File: config.mk
export PLATFORM = sky130hd
export DESIGN_NAME = dwc_drive_flat
export DESIGN_NICKNAME = d
export VERILOG_FILES = /design/src/dwc_pkg.sv /design/src/dwc_link_if.sv /design/src/dwc_drive.sv /design/src/flat_wrapper.sv
export SDC_FILE = /design/constraint.sdc
export NUM_CORES = 1
export LEC_CHECK = 0
export BUFFER_PORTS_ARGS = -buffer_cell sky130_fd_sc_hd__buf_2
export CAP_MARGIN = 40
export CORE_MARGIN = 4
export CORE_UTILIZATION = 50
export CTS_BUF_LIST = sky130_fd_sc_hd__clkbuf_4 sky130_fd_sc_hd__clkbuf_8 sky130_fd_sc_hd__clkbuf_16
export CTS_CLUSTER_SIZE = 30
export DETAILED_ROUTE_END_ITERATION = 10
export PLACE_DENSITY_LB_ADDON = 0.12
export SYNTH_ARGS = -nofsm -noshare
export SYNTH_HDL_FRONTEND = slang
export SYNTH_SLANG_ARGS = --single-unit
File: constraint.sdc
create_clock -name pclk -period 1.8 [get_ports pclk]
set_clock_uncertainty 0.05 [all_clocks]
set_input_delay 0.09 -clock pclk [delete_from_list [all_inputs] [get_ports pclk]]
set_output_delay 0.09 -clock pclk [all_outputs]
set_load 0.005 [all_outputs]
File: src/dwc_pkg.sv
// Shared constants and types for the diskette write control link.
// Assumes one 40 MHz clock and an active-low asynchronous reset.
// Behaviour
// - Usage latch follows in-use while selected
// - Latched lock stays until reselect, in-use off
// - Lamp lit whenever door lock energised
// - Lock source: single, OR-ed, or latch
// - Head 1 only when selected with upper side
// - Head select source: side, step-in, or selects
// - Write enable needs write, select, no protect
// - Each write pulse toggles write flip-flop while write enabled
// - Host asserts reduced current beyond track 43
// - Erase only when enabled; power fail blocks
// - Erase on after write on, off after
// - Auto erase uses lead and tail timers
// - Reset clears erase flop; manual follows host
// - Host starts write with select, load, write
// - Protect status reported only while selected
// - Protect inhibit configurable: block or report
// - Host keeps write gate off when reading
// - Lock sources include load, select, ready
package dwc_pkg;

    // Door lock source choices
    typedef enum logic [2:0] {
        LOCK_HEAD  = 3'b000,
        LOCK_SEL   = 3'b001,
        LOCK_RDY   = 3'b010,
        LOCK_USE   = 3'b011,
        LOCK_HD_US = 3'b100,
        LOCK_SL_US = 3'b101,
        LOCK_RD_US = 3'b110,
        LOCK_LATCH = 3'b111
    } dwc_lock_t;

    // Head select source choices
    typedef enum logic [1:0] {
        SIDE_FROM_SIDE = 2'b00,
        SIDE_FROM_STEP = 2'b01,
        SIDE_FROM_DSEL = 2'b10
    } dwc_side_src_t;

    // Erase delays as times and derived cycle counts
    localparam int CLK_MHZ         = 40;
    localparam int ERASE_LEAD_US   = 200;
    localparam int ERASE_TAIL_US   = 500;
    localparam int ERASE_LEAD_CYC  = ERASE_LEAD_US * CLK_MHZ;
    localparam int ERASE_TAIL_CYC  = ERASE_TAIL_US * CLK_MHZ;
    localparam int TMR_W           = 16;

    // Register offsets of the host controller
    localparam logic [7:0] OFS_CTRL   = 8'h00;
    localparam logic [7:0] OFS_STATUS = 8'h04;
    localparam logic [7:0] OFS_IRQ    = 8'h08;
    localparam logic [7:0] OFS_MASK   = 8'h0c;
    localparam logic [7:0] OFS_PULSE  = 8'h10;

    // Control bit positions
    localparam int C_SEL   = 0;
    localparam int C_HEAD_ENGAGE_REQ  = 1;
    localparam int C_WRITE = 2;
    localparam int C_ERASE = 3;
    localparam int C_USE   = 4;
    localparam int C_LOWI  = 5;
    localparam int C_SIDE  = 6;
    localparam int C_STEP  = 7;
    localparam int C_DSEL  = 8;

    // Interrupt bit positions
    localparam int I_PROT  = 0;
    localparam int I_PULSE = 1;
    localparam int I_W     = 2;

    localparam logic [8:0] CTRL_RST = 9'h000;

endpackage : dwc_pkg

File: src/dwc_link_if.sv
// Interface lines between host controller and drive.
// Assumes both ends share pclk.
`timescale 1ns/1ps
`default_nettype none
interface dwc_link_if;
    logic select;              // Drive select
    logic head_engage_req;     // Head load request
    logic write_req;           // Write request
    logic erase_req;           // Manual erase
    logic in_use;              // In-use level
    logic reduced_current_sel; // Reduced write current
    logic side_in;             // Side input, high is head 0
    logic step_in;             // Step-in line
    logic dsel_side;           // Second select line
    logic flux_pulse_in;       // Write data, one-cycle pulse
    logic write_protect;       // Protect status to host

    modport drive (input select, head_engage_req, write_req, erase_req,
                   in_use, reduced_current_sel, side_in, step_in,
                   dsel_side, flux_pulse_in, output write_protect);
    modport host  (output select, head_engage_req, write_req, erase_req,
                   in_use, reduced_current_sel, side_in, step_in,
                   dsel_side, flux_pulse_in, input write_protect);
endinterface : dwc_link_if
`default_nettype wire

File: src/dwc_drive.sv
// Drive-end write, erase, head select and door lock control.
// Assumes link lines are synchronous to pclk.
//
// The register addresses and the APB slave port are this design's own decisions.
`timescale 1ns/1ps
`default_nettype none
module dwc_drive
    import dwc_pkg::*;
#(
    parameter dwc_lock_t     LOCK_SRC   = LOCK_LATCH,
    parameter dwc_side_src_t SIDE_SRC   = SIDE_FROM_SIDE,
    parameter bit            AUTO_ERASE = 1'b1,
    parameter bit            PROT_BLOCK = 1'b1,
    parameter int            LEAD_CYC   = ERASE_LEAD_CYC,
    parameter int            TAIL_CYC   = ERASE_TAIL_CYC
) (
    input  wire logic   pclk,               // Clock
    input  wire logic   presetn,            // Power-on clear, low
    dwc_link_if.drive   link,               // Host lines
    input  wire logic   ready,              // Disk ready
    input  wire logic   protect_notch_seen, // Protect_notch_seen
    input  wire logic   power_fail,         // Supply monitor fault
    output logic        write_current_on,   // Write current gate
    output logic        write_winding,      // Winding select
    output logic        low_current,        // Reduced current
    output logic        erase_current_on,   // Erase current gate
    output logic        head1_sel,          // Head 1 select
    output logic        head0_sel,          // Head 0 select
    output logic        door_lock,          // Lock solenoid
    output logic        activity_lamp       // Activity lamp
);
    logic             usage_latch_ff;
    logic             record_ff;
    logic             erase_drive_on_ff;
    logic [TMR_W-1:0] erase_lead_timer_ff;
    logic [TMR_W-1:0] erase_tail_timer_ff;
    logic             record_enable_int;
    logic             upper;
    logic             lock_src;
    logic             erase_want;
    logic             prot_ff;

    // Usage latch tracks in-use while selected
    always_ff @(posedge pclk or negedge presetn) begin
        if (!presetn) begin
            usage_latch_ff <= 1'b0;
        end else if (link.select) begin
            usage_latch_ff <= link.in_use;
        end
    end

    // Write enable gated by select and protect
    assign record_enable_int = link.write_req & link.select & !power_fail
        & !(PROT_BLOCK & protect_notch_seen);

    // Write flip-flop toggles per data pulse
    always_ff @(posedge pclk or negedge presetn) begin
        if (!presetn) begin
            record_ff <= 1'b0;
        end else if (record_enable_int && link.flux_pulse_in) begin
            record_ff <= !record_ff;
        end
    end

    // Auto erase lead and tail timers
    always_ff @(posedge pclk or negedge presetn) begin
        if (!presetn) begin
            erase_drive_on_ff   <= 1'b0;
            erase_lead_timer_ff <= '0;
            erase_tail_timer_ff <= '0;
        end else if (!AUTO_ERASE || power_fail) begin
            // Supply fault restarts the lead, so erase never beats write
            erase_drive_on_ff   <= 1'b0;
            erase_lead_timer_ff <= '0;
            erase_tail_timer_ff <= '0;
        end else if (record_enable_int) begin
            erase_tail_timer_ff <= '0;
            if (!erase_drive_on_ff) begin
                if (erase_lead_timer_ff == TMR_W'(LEAD_CYC - 1)) begin
                    erase_drive_on_ff <= 1'b1;
                end else begin
                    erase_lead_timer_ff <= erase_lead_timer_ff + 1'b1;
                end
            end
        end else begin
            erase_lead_timer_ff <= '0;
            if (erase_drive_on_ff) begin
                if (erase_tail_timer_ff == TMR_W'(TAIL_CYC - 1)) begin
                    erase_drive_on_ff <= 1'b0;
                end else begin
                    erase_tail_timer_ff <= erase_tail_timer_ff + 1'b1;
                end
            end
        end
    end

    // Erase source and power-fail block
    assign erase_want = (AUTO_ERASE ? erase_drive_on_ff : link.erase_req)
        & !power_fail;

    // Head select source
    always_comb begin
        unique case (SIDE_SRC)
            SIDE_FROM_SIDE: upper = !link.side_in;
            SIDE_FROM_STEP: upper = link.step_in;
            default:        upper = link.dsel_side;
        endcase
    end

    // Door lock source
    always_comb begin
        unique case (LOCK_SRC)
            LOCK_HEAD:  lock_src = link.head_engage_req;
            LOCK_SEL:   lock_src = link.select;
            LOCK_RDY:   lock_src = ready;
            LOCK_USE:   lock_src = link.in_use;
            LOCK_HD_US: lock_src = link.head_engage_req | link.in_use;
            LOCK_SL_US: lock_src = link.select | link.in_use;
            LOCK_RD_US: lock_src = ready | link.in_use;
            default:    lock_src = usage_latch_ff;
        endcase
    end

    // Registered outputs
    always_ff @(posedge pclk or negedge presetn) begin
        if (!presetn) begin
            write_current_on <= 1'b0;
            write_winding    <= 1'b0;
            low_current      <= 1'b0;
            erase_current_on <= 1'b0;
            head1_sel        <= 1'b0;
            head0_sel        <= 1'b1;
            door_lock        <= 1'b0;
            activity_lamp    <= 1'b0;
            prot_ff          <= 1'b0;
        end else begin
            write_current_on <= record_enable_int;
            write_winding    <= record_ff;
            low_current      <= link.reduced_current_sel;
            erase_current_on <= erase_want;
            head1_sel        <= link.select & upper;
            head0_sel        <= !(link.select & upper);
            door_lock        <= lock_src;
            activity_lamp    <= lock_src;
            prot_ff          <= protect_notch_seen & link.select;
        end
    end

    assign link.write_protect = prot_ff;

endmodule : dwc_drive
`default_nettype wire

File: src/flat_wrapper.sv
// flat-port wrapper written by rule: the top's interface ports become plain ports
module dwc_drive_flat import dwc_pkg::*;
#(
    parameter dwc_lock_t     LOCK_SRC   = LOCK_LATCH,
    parameter dwc_side_src_t SIDE_SRC   = SIDE_FROM_SIDE,
    parameter bit            AUTO_ERASE = 1'b1,
    parameter bit            PROT_BLOCK = 1'b1,
    parameter int            LEAD_CYC   = ERASE_LEAD_CYC,
    parameter int            TAIL_CYC   = ERASE_TAIL_CYC
)
  (pclk, presetn, ready, protect_notch_seen, power_fail, write_current_on, write_winding, low_current, erase_current_on, head1_sel, head0_sel, door_lock, activity_lamp, link_select, link_head_engage_req, link_write_req, link_erase_req, link_in_use, link_reduced_current_sel, link_side_in, link_step_in, link_dsel_side, link_flux_pulse_in, link_write_protect);
  dwc_link_if link_i ();
  input  wire logic pclk;
  input  wire logic presetn;
  input  wire logic ready;
  input  wire logic protect_notch_seen;
  input  wire logic power_fail;
  output logic write_current_on;
  output logic write_winding;
  output logic low_current;
  output logic erase_current_on;
  output logic head1_sel;
  output logic head0_sel;
  output logic door_lock;
  output logic activity_lamp;
  input wire logic [$bits(link_i.select)-1:0] link_select;
  input wire logic [$bits(link_i.head_engage_req)-1:0] link_head_engage_req;
  input wire logic [$bits(link_i.write_req)-1:0] link_write_req;
  input wire logic [$bits(link_i.erase_req)-1:0] link_erase_req;
  input wire logic [$bits(link_i.in_use)-1:0] link_in_use;
  input wire logic [$bits(link_i.reduced_current_sel)-1:0] link_reduced_current_sel;
  input wire logic [$bits(link_i.side_in)-1:0] link_side_in;
  input wire logic [$bits(link_i.step_in)-1:0] link_step_in;
  input wire logic [$bits(link_i.dsel_side)-1:0] link_dsel_side;
  input wire logic [$bits(link_i.flux_pulse_in)-1:0] link_flux_pulse_in;
  output wire logic [$bits(link_i.write_protect)-1:0] link_write_protect;
  assign link_i.select = link_select;
  assign link_i.head_engage_req = link_head_engage_req;
  assign link_i.write_req = link_write_req;
  assign link_i.erase_req = link_erase_req;
  assign link_i.in_use = link_in_use;
  assign link_i.reduced_current_sel = link_reduced_current_sel;
  assign link_i.side_in = link_side_in;
  assign link_i.step_in = link_step_in;
  assign link_i.dsel_side = link_dsel_side;
  assign link_i.flux_pulse_in = link_flux_pulse_in;
  assign link_write_protect = link_i.write_protect;
  dwc_drive #(.LOCK_SRC(LOCK_SRC), .SIDE_SRC(SIDE_SRC), .AUTO_ERASE(AUTO_ERASE), .PROT_BLOCK(PROT_BLOCK), .LEAD_CYC(LEAD_CYC), .TAIL_CYC(TAIL_CYC)) u_core (.pclk(pclk), .presetn(presetn), .link(link_i), .ready(ready), .protect_notch_seen(protect_notch_seen), .power_fail(power_fail), .write_current_on(write_current_on), .write_winding(write_winding), .low_current(low_current), .erase_current_on(erase_current_on), .head1_sel(head1_sel), .head0_sel(head0_sel), .door_lock(door_lock), .activity_lamp(activity_lamp));
endmodule
==> results of run 1 <==
-- registers in the layout (all words and copies together) (netlist names) --
name	flops
u_core.erase_tail_timer_ff	16
u_core.erase_current_on	1
u_core.link.write_protect	1
u_core.door_lock	1
u_core.erase_drive_on_ff	1
u_core.record_ff	1
u_core.erase_lead_timer_ff	16
u_core.write_current_on	1
u_core.head1_sel	1
u_core.head0_sel	1
u_core.low_current	1
u_core.lock_src	1
u_core.write_winding	1
-- Yosys cell counts (all sizes together) (5+ instances only) --
| master | number |
|---|---|
| dfrtp | 42 |
| nand2 | 19 |
| a21oi | 17 |
| or3 | 14 |
| nor2 | 12 |
| nand3 | 10 |
| o21ai | 10 |
| or4 | 9 |
| inv | 8 |
| mux2i | 8 |
| nand4 | 8 |
| nand2b | 7 |
| nor4 | 7 |
| xnor2 | 6 |
| buf | 5 |
| clkbuf | 5 |
-- path summary, 6_finish.rpt --
kind,from,to,slack (ps),cells past startpoint
setup / recovery,u_core.erase_tail_timer_ff[6]$_DFFE_PN0P_,u_core.erase_tail_timer_ff[7]$_DFFE_PN0P_,-160,4
hold / removal,power_fail,u_core.erase_current_on$_DFF_PN0_,20,2
setup reg to reg,u_core.erase_tail_timer_ff[6]$_DFFE_PN0P_,u_core.erase_tail_timer_ff[7]$_DFFE_PN0P_,-160,4
hold reg to reg,u_core.lock_src$_DFFE_PN0P_,u_core.door_lock$_DFF_PN0_,330,0
max in group asynchronous,presetn,u_core.head0_sel$_DFF_PN1_,870,3
min in group asynchronous,presetn,u_core.erase_tail_timer_ff[1]$_DFFE_PN0P_,250,2
-- routing by layer --
metal,global-route usage [%],part of all wire [%]
met1,26.52,41
met5,0,0
met2,40.39,54
met3,4.406,2.7
met4,9.289,2.9
-- kinds of logic after synthesis --
group	Yosys count	share of synthesized area, %
flip-flops	43	48.37
buffers and inverters	18	4.101
AO/OA/AOI/OAI	39	12.36
multiplexers	9	4.101
XOR/XNOR	8	3.146
AND/OR/NAND/NOR	99	26.80
adder cells (fa/ha/maj)	2	1.123
-- final cells by class --
cell class | count | share of cell area (%)
Timing Repair Buffer | 73 | 18.39
Inverter | 8 | 0.9938
Tap cell | 52 | 2.153
Sequential cell | 43 | 35.65
Clock inverter | 3 | 1.532
Clock buffer | 5 | 2.277
Multi-Input combinational cell | 157 | 39.01
-- cell usage in the layout, fill, tap and decap left out, types with 2 or more instances in the layout --
| master | n |
|---|---|
| xnor2_1 | 6 |
| buf_2 | 18 |
| o31ai_1 | 2 |
| buf_4 | 41 |
| nor4_1 | 6 |
| clkbuf_8 | 5 |
| nor2_1 | 12 |
| a21oi_2 | 7 |
| or4_4 | 3 |
| a21oi_1 | 10 |
| o21ai_2 | 4 |
| o41ai_4 | 2 |
| o21ai_0 | 3 |
| nand2b_1 | 7 |
| buf_6 | 6 |
| o31ai_2 | 2 |
| nand2_1 | 19 |
| nand4_1 | 8 |
| dfrtp_1 | 42 |
| or4_1 | 6 |
| mux2i_1 | 8 |
| xor2_1 | 2 |
| inv_1 | 8 |
| o21ai_1 | 3 |
| or3_4 | 6 |
| dlygate4sd3_1 | 7 |
| a211oi_1 | 2 |
| nand3_1 | 7 |
| nand3_2 | 2 |
| or3_1 | 7 |
| and4_1 | 2 |
| ha_2 | 2 |
| nor4b_1 | 2 |
-- power groups by stage --
stage          registers [mW]  logic, mW  clock network, mW
6_report                 1.01      0.115              0.778
5_1_grt                  1.02      0.125              0.842
4_1_cts                  1.01      0.115              0.803
3_5_place_dp             1.03      0.103                  0
2_1_floorplan            1.03     0.0367                  0
3_3_place_gp             1.03     0.0992                  0
-- critical path, delay by kind of cell, from the launching register on --
kind / cells / cell delay (ps)
muxes: 1 / 200
DFF: 1 / 390
and+or+nand+nor: 3 / 1250
-- through the flow --
step	area, um^2	worst slack [ps]	TNS [ps]
after floorplan	2236	-77.21	-740.5
after global placement	2605	-89.61	-791.0
after detailed placement	2605	-142.6	-1257
after CTS	2924	-156.9	-1243
after global routing	3022	-220.2	-2923
final	3022	-162.1	-1784
-- what timing repair did --
item / CTS / global route
hold buffers: 7 / 0
cloned: 1 / 0
pin swaps: 15 / 7
endpoints found under the hold margin: 26 / 0
setup endpoints to repair: 20 / 20
buffers inserted: 6 / 6
gates resized for setup: 21 / 13
==> reports/metrics.csv, run 1 <==
metric,value,unit
Post-Syn Nets,235,
Worst-Skew Late Latency,300,ps
wire per inst,16.54,um
"area leader, netlist",dfrtp_1,
dpl hpwl,3.665,mm
syn avg cell area,10.22,um^2
run status,finished with violations,
RePlAce Congestion,0.9114,
drt drc,0,
Tot GR Track Use,22.60,%
CTS tree,yes,
Final Hold Viols,0,
Mapped Cells,218,
CTS HTree Levels,2,
Slew HR,63.49,%
worst-path fanout max,4,
utilization after layout,69.88,%
first-pass GRT wire length,9.680,mm
Finished Layout Cells,341,
gr ovfl total,0,
initial antenna violation count,0,
critical path's largest stage delay,600,ps
Die H,74.74,um
ANT cells,0,
CP Cell Sequence,"or4_4, or4_4, nand3_2, mux2i_1",
synth top area cells,"dfrtp_1 47%, mux2i_1 3.6%, nand2_1 3.2%, a21oi_1 2.7%, or4_1 2.4%",
Filler cells,334,
post-synthesis sequential area ratio,48.37,%
Pint,1.470,mW
chip width,74.74,um
leakage,1.255,nW
CP required,1980,ps
failing checks,setup timing,
"Reg clk slew, reported paths",90,ps
ys flop type,dfrtp_1,
PortBufs,18,
VDD IR-drop max,0.0003622,V
io pins,24,
max_cap viols,0,
routed wire length,5.639,mm
Net Sw Power,0.4342,mW
Critical Path Most Common Cell,or4_4,
Die ar.,5586,um^2
overall power,1.905,mW
Hold Path Class,input pin to flop,
mapped cell area,2227,um^2
sequential share of power,53.1,%
area share of the largest cell type after synthesis,47.19,%
Storage cell area,1077,um^2
clk sinks,43,
fmax,509.6,MHz
number of synthesized register bits,43,
NumNets Final,305,
final period utilization,109.0,%
FP Rows,24,
Initial Utilization,51.50,%
combinational share of power,6.0,%
share of layout cells above drive strength 1,39.45,%
worst hold slack,15.53,ps
kind of critical path,flop to flop,
Clock power frac,40.9,%
switching portion of total power,22.80,%
Max clock buf depth,2,
largest net degree at the start of global routing,24,
unrepaired setup endpoints after global routing,yes,
Vias/cell,5.903,
vias in the first global route,2069,
min cycle time layout,1962,ps
CP arrival,2140,ps
cts bufs inserted,5,
drt pass-1 iters,4,
initial drt markers,125,
Multi-input gate area,1179,um^2
CTS root buf,clkbuf_8,
Power Density,630.4,nW/um^2
Critical Path End Type,flop,
via count,2013,
final setup fails,17,
Yosys cell types,46,
placed cells,313,
Worst Slack Setup Final,-162.1,ps
Post-synth EDFFs,0,
warnings from Yosys,0,
Synth-to-Final Area Change,35.67,%
Final ANT Viol Nets,0,
asr flop ratio synth,100.0,%
Core Region,4324,um^2
Final Max Slew Viols,0,
Worst setup SP type,flop,
Worst Tran Pin Value,547.7,ps
CP max-delay cell,or4_4,
Note: power is estimated with default switching activity, not from simulation.
==> run 2, diff against run 1 <==
--- a/config.mk
+++ b/config.mk
@@ -16,3 +16,4 @@
 export SYNTH_ARGS = -nofsm -noshare
 export SYNTH_HDL_FRONTEND = slang
 export SYNTH_SLANG_ARGS = --single-unit
+export TNS_END_PERCENT = 5
==> run 2 against run 1 <==
The flow still finishes with violations (setup timing). Global-route usage decreased by 2.4 points. Critical path depth unchanged. Routed wire length decreased by 7.4%. Total power increased by 6.3%. Non-clock buffer count decreased by 11. Largest power group unchanged. Worst setup slack improved by 5.7 ps. Final cell count decreased by 3.2%.
==> reports/metrics.csv, run 2 (synthesis gave the netlist of run 1 again) <==
metric,value,unit
combinational share of power,5.5,%
Core Region,4324,um^2
worst hold slack,20.56,ps
leakage,1.195,nW
Final Max Slew Viols,0,
utilization after layout,67.39,%
io pins,24,
Worst Slack Setup Final,-156.5,ps
DR WL met3,190,um
Net Sw Power,0.4196,mW
VDD IR-drop max,0.0004179,V
Power Density,694.7,nW/um^2
Clock power frac,44.5,%
CTS tree,yes,
initial drt markers,86,
PortBufs,18,
Synth-to-Final Area Change,30.84,%
Filler cells,350,
max_cap viols,0,
dpl hpwl,3.739,mm
RePlAce Congestion,0.8939,
Worst setup SP type,flop,
Vias/cell,5.721,
cts bufs inserted,5,
share of layout cells above drive strength 1,34.89,%
CP required,1930,ps
final setup fails,17,
drt drc,0,
ANT cells,0,
switching portion of total power,20.73,%
NumNets Final,294,
top flop regs,"u_core.erase_lead_timer_ff: 16 flops, u_core.erase_tail_timer_ff: 16 flops",
"commonest non-fill, non-tap cell in the layout",dfrtp_1,
vias in the first global route,1870,
Max clock buf depth,2,
most frequent cells in the layout,"42 x dfrtp_1, 34 x buf_4, 19 x nand2_1",
CTS root buf,clkbuf_8,
"Reg clk slew, reported paths",90,ps
final period utilization,108.7,%
worst-path fanout max,5,
Worst Tran Pin Value,516.9,ps
Tot GR Track Use,20.17,%
routed metal-1 wirelength,2.069,mm
Die H,74.74,um
wire per inst,15.83,um
CTS HTree Levels,2,
min cycle time layout,1956,ps
met2 WL,2.835,mm
worst slack at placement,-180.8,ps
highest metal used,met4,
drt pass-1 iters,4,
failing checks,setup timing,
FP Rows,24,
clk sinks,43,
sequential share of power,50.0,%
Multi-input gate area,1147,um^2
Final Hold Viols,0,
Final ANT Viol Nets,0,
Hold Path Class,input pin to flop,
via count,1888,
Initial Utilization,51.50,%
largest net degree at the start of global routing,24,
CP arrival,2090,ps
routed wire length,5.223,mm
chip width,74.74,um
run status,finished with violations,
Pint,1.605,mW
Storage cell area,1077,um^2
Die ar.,5586,um^2
first-pass GRT wire length,8.445,mm
fmax,511.1,MHz
unrepaired setup endpoints after global routing,yes,
Critical Path End Type,flop,
Post-Layout Inst Area,2914,um^2
Slew HR,65.54,%
Post-DP Area,2590,um^2
kind of critical path,flop to flop,
initial antenna violation count,0,
gr ovfl total,0,
Worst-Skew Late Latency,300,ps
run 2: through the flow:
| step | setup TNS, ps | cells | power [mW] |
|---|---|---|---|
| after global placement | -817.8 | 311 | 1.128 |
| after global routing | -2968 | 330 | 2.102 |
| final | -1779 | 330 | 2.024 |
| after floorplan | -675.1 | 218 | 1.070 |
| after detailed placement | -1416 | 311 | 1.135 |
| after CTS | -1131 | 326 | 2.052 |
run 2: power by group through the flow:
stage	clock, mW	sequential (mW)	combinational (mW)
global placement	0	1.03	0.0989
CTS	0.924	1.01	0.115
detailed placement	0	1.03	0.103
global route	0.965	1.01	0.123
floorplan	0	1.03	0.0367
finish	0.901	1.01	0.112
run 2: per-layer routing:
layer	vias up	track usage [%]
li1	913	-
met1	923	22.87
met2	38	36.10
met3	14	4.139
met4	0	9.684
met5	-	0
run 2: timing repair:
item,4_1_cts,5_1_grt
endpoints found under the hold margin,26,0
buffers inserted,0,3
hold buffers,7,0
cloned,0,1
resized for setup,5,14
endpoints found under the setup margin,17,27
pin swaps,8,6
run 2: final timing paths:
kind                                                           start                                        end  slack (ps)  depth (start not counted)
hold reg to reg                          u_core.lock_src$_DFFE_PN0P_                 u_core.door_lock$_DFF_PN0_         330                          0
max in group asynchronous                                    presetn                 u_core.head0_sel$_DFF_PN1_         890                          3
setup / recovery           u_core.erase_tail_timer_ff[5]$_DFFE_PN0P_  u_core.erase_tail_timer_ff[1]$_DFFE_PN0P_        -160                          4
hold / removal                                            power_fail          u_core.erase_current_on$_DFF_PN0_          20                          2
min in group asynchronous                                    presetn  u_core.erase_tail_timer_ff[0]$_DFFE_PN0P_         230                          2
setup reg to reg           u_core.erase_tail_timer_ff[5]$_DFFE_PN0P_  u_core.erase_tail_timer_ff[1]$_DFFE_PN0P_        -160                          4
run 2: critical path, stage by stage (launching register included):
cell and delay [ps]:
dfrtp_1 390, or4b_4 590, o41ai_4 480, mux2i_1 250, nor2_1 70
run 2: area by class of cell:
type                    count  area share, %
multi-input cells         157          39.37
flip-flops and latches     43          36.97
repair buffers             62          15.71
clock buffers               5          2.362
clock inverters             3          2.319
well taps                  52          2.233
inverters                   8          1.030
==> run 3, diff against run 2 <==
--- a/config.mk
+++ b/config.mk
@@ -5,6 +5,7 @@
 export SDC_FILE = /design/constraint.sdc
 export NUM_CORES = 1
 export LEC_CHECK = 0
+export ABC_AREA = 1
 export BUFFER_PORTS_ARGS = -buffer_cell sky130_fd_sc_hd__buf_2
 export CAP_MARGIN = 40
 export CORE_MARGIN = 4
==> run 3 against run 2 <==
The flow now finishes without violations. Maximum frequency increased by 19%. Critical path depth increased by 5. Flip-flop and latch count unchanged. Largest power group unchanged.
==> reports/metrics.csv, run 3 <==
metric,value,unit
Tot GR Track Use,18.88,%
cts bufs inserted,5,
largest net degree at the start of global routing,27,
Post-Syn Nets,372,
Worst Tran Pin Value,472.9,ps
Post-synth EDFFs,0,
"area leader, netlist",dfrtp_1,
Die H,79.17,um
Final Max Slew Viols,0,
Slew HR,68.37,%
switching portion of total power,20.38,%
number of synthesized register bits,43,
cell with the most instances after synthesis,nand2_1,
drt drc,0,
kind of critical path,flop to flop,
unrepaired setup endpoints after global routing,no,
sequential share of power,49.9,%
Max clock buf depth,2,
Mapped Cells,355,
share of layout cells above drive strength 1,15.09,%
chip width,79.17,um
combinational family with the most area after synthesis,simple AND/OR/NAND/NOR gates,
crit path capture,u_core.erase_lead_timer_ff[14]$_DFFE_PN0P_,
Synth Area in Adders,0.9881,%
utilization after layout,61.27,%
wire per inst,11.41,um
min cycle time layout,1642,ps
"commonest non-fill, non-tap cell in the layout",nand2_1,
CP required,1940,ps
first-pass GRT wire length,9.549,mm
Pint,1.617,mW
post-synthesis sequential area ratio,42.54,%
CTS tree,yes,
io pins,24,
Finished Layout Cells,458,
worst slack at placement,116.2,ps
Final ANT Viol Nets,0,
worst hold slack,57.24,ps
final setup fails,0,
Die ar.,6267,um^2
dpl hpwl,3.773,mm
RePlAce Congestion,0.8373,
Worst Slack Setup Final,158.1,ps
initial antenna violation count,0,
Final Hold Viols,0,
Worst setup SP type,flop,
Synth-to-Final Area Change,16.55,%
Clock power frac,44.6,%
combinational share of power,5.6,%
vias in the first global route,2092,
area share of the largest cell type after synthesis,41.50,%
asr flop ratio synth,100.0,%
Worst R2R End,u_core.erase_lead_timer_ff[14]$_DFFE_PN0P_,
Setup TNS,0,ps
Core Region,4817,um^2
fmax,609.1,MHz
CP arrival,1780,ps
"Reg clk slew, reported paths",80,ps
clk sinks,43,
flop-to-flop setup slack,160,ps
Net Sw Power,0.4139,mW
most frequent cells in the layout,"116 x nand2_1, 59 x nor2_1, 41 x dfrtp_1",
top flop regs,"u_core.erase_lead_timer_ff: 16 flops, u_core.erase_tail_timer_ff: 16 flops",
syn avg cell area,7.134,um^2
mapped cell area,2532,um^2
drt pass-1 iters,4,
PortBufs,18,
Post-Synth XOR/XNOR Area,3.804,%
FP Rows,25,
max_cap viols,0,
NumNets Final,407,
placed cells,443,
worst reg2reg path depth,9,
CP startpoint,u_core.erase_lead_timer_ff[0]$_DFFE_PN0P_,
via count,2246,
compound-cell area share of the yosys netlist,5.237,%
initial drt markers,122,
Initial Utilization,52.57,%
Critical Path End Type,flop,
VDD IR-drop max,0.0004447,V
final period utilization,91.21,%
leakage,1.402,nW
post-synthesis simple-gate area fraction,39.18,%
CTS root buf,clkbuf_8,
routed wire length,5.227,mm
synth top area cells,"dfrtp_1 42%, nand2_1 17%, nor2_1 8.7%, inv_1 5.9%, nand3_1 5.1%",
worst-path fanout max,11,
warnings from Yosys,0,
ys flop type,dfrtp_1,
Yosys cell types,30,
mux contribution to synthesized area,0,%
run status,finished clean,
ANT cells,0,
Worst R2R Start,u_core.erase_lead_timer_ff[0]$_DFFE_PN0P_,
most frequent cells after synthesis,"116 x nand2_1, 59 x nor2_1, 42 x dfrtp_1",
Power Density,688.1,nW/um^2
gr ovfl total,0,
CTS HTree Levels,2,
Vias/cell,4.904,
Worst-Skew Late Latency,300,ps
Hold Path Class,input pin to flop,
[run 3: cell count changes after synthesis, moves of 7 or more]
| cell | delta |
|---|---|
| nand2b_1 | -7 |
| nand2_1 | +97 |
| a21oi_1 | -9 |
| nand3_1 | +16 |
| or4_1 | -7 |
| mux2i_1 | -8 |
| or3_1 | -8 |
| nor2_1 | +47 |
| xor2_1 | +7 |
| inv_1 | +32 |
[run 3: through the flow]
step,power (mW),cell area [um^2]
after floorplan,1.072,2532
after global placement,1.134,2744
after detailed placement,1.136,2744
after CTS,2.058,2950
after global routing,2.124,2952
final,2.031,2952
[run 3: cell families after synthesis]
logic type | count (synthesis)
buffers and inverters | 50
DFF | 43
AOI/OAI and AO/OA | 22
adders and majority gates | 2
xor gates and xnor gates | 11
and+or+nand+nor | 227
[run 3: worst min-delay path by stage]
stage | start | depth (start not counted) | slack, ps | endpoint
after floorplan | presetn | 0 | -260 | u_core.door_lock$_DFF_PN0_
final | power_fail | 2 | 60 | u_core.erase_current_on$_DFF_PN0_
after CTS | power_fail | 2 | 50 | u_core.erase_current_on$_DFF_PN0_
after global placement | presetn | 1 | 0.4 | u_core.erase_tail_timer_ff[15]$_DFFE_PN0P_
after global routing | power_fail | 2 | 50 | u_core.erase_current_on$_DFF_PN0_
after detailed placement | presetn | 1 | -0.4 | u_core.erase_tail_timer_ff[15]$_DFFE_PN0P_
[run 3: final cells by class]
cell class	count	area (um^2)
Sequential cell	43	1079
Clock buffer	6	76.32
Fill cell	484	1866
Tap cell	67	83.83
Inverter	44	166.4
Timing Repair Buffer	34	240.2
Multi-Input combinational cell	262	1246
Clock inverter	2	60.06
[run 3: per-layer routing]
layer / track usage, % / up-vias / routed length (um)
li1: - / 1170 / -
met1: 27.41 / 1021 / 2655
met2: 28.28 / 49 / 2239
met3: 3.628 / 6 / 268
met4: 6.014 / 0 / 64
met5: 0 / - / 0
[run 3: power by group through the flow]
stage / sequential, mW / clock (mW) / combinational, mW
after floorplan: 1.03 / 0 / 0.0393
after global placement: 1.03 / 0 / 0.104
after detailed placement: 1.03 / 0 / 0.105
after CTS: 1.01 / 0.928 / 0.116
after global routing: 1.02 / 0.977 / 0.128
final: 1.01 / 0.905 / 0.113
[run 3: what timing repair did]
item,CTS,global route
gates resized for setup,0,2
hold endpoints to repair,23,0
setup buffers,0,0
endpoints found under the setup margin,0,3
hold buffers,7,0
[run 3: critical path: stages, from the launching register on]
cell and delay (ps):
dfrtp_2 440, ha_1 230, nand3_2 120, nor2_4 50
nand3_4 100, nand2_4 60, nand2_4 140, clkinv_2 190
nand2_1 100, nand2_1 50
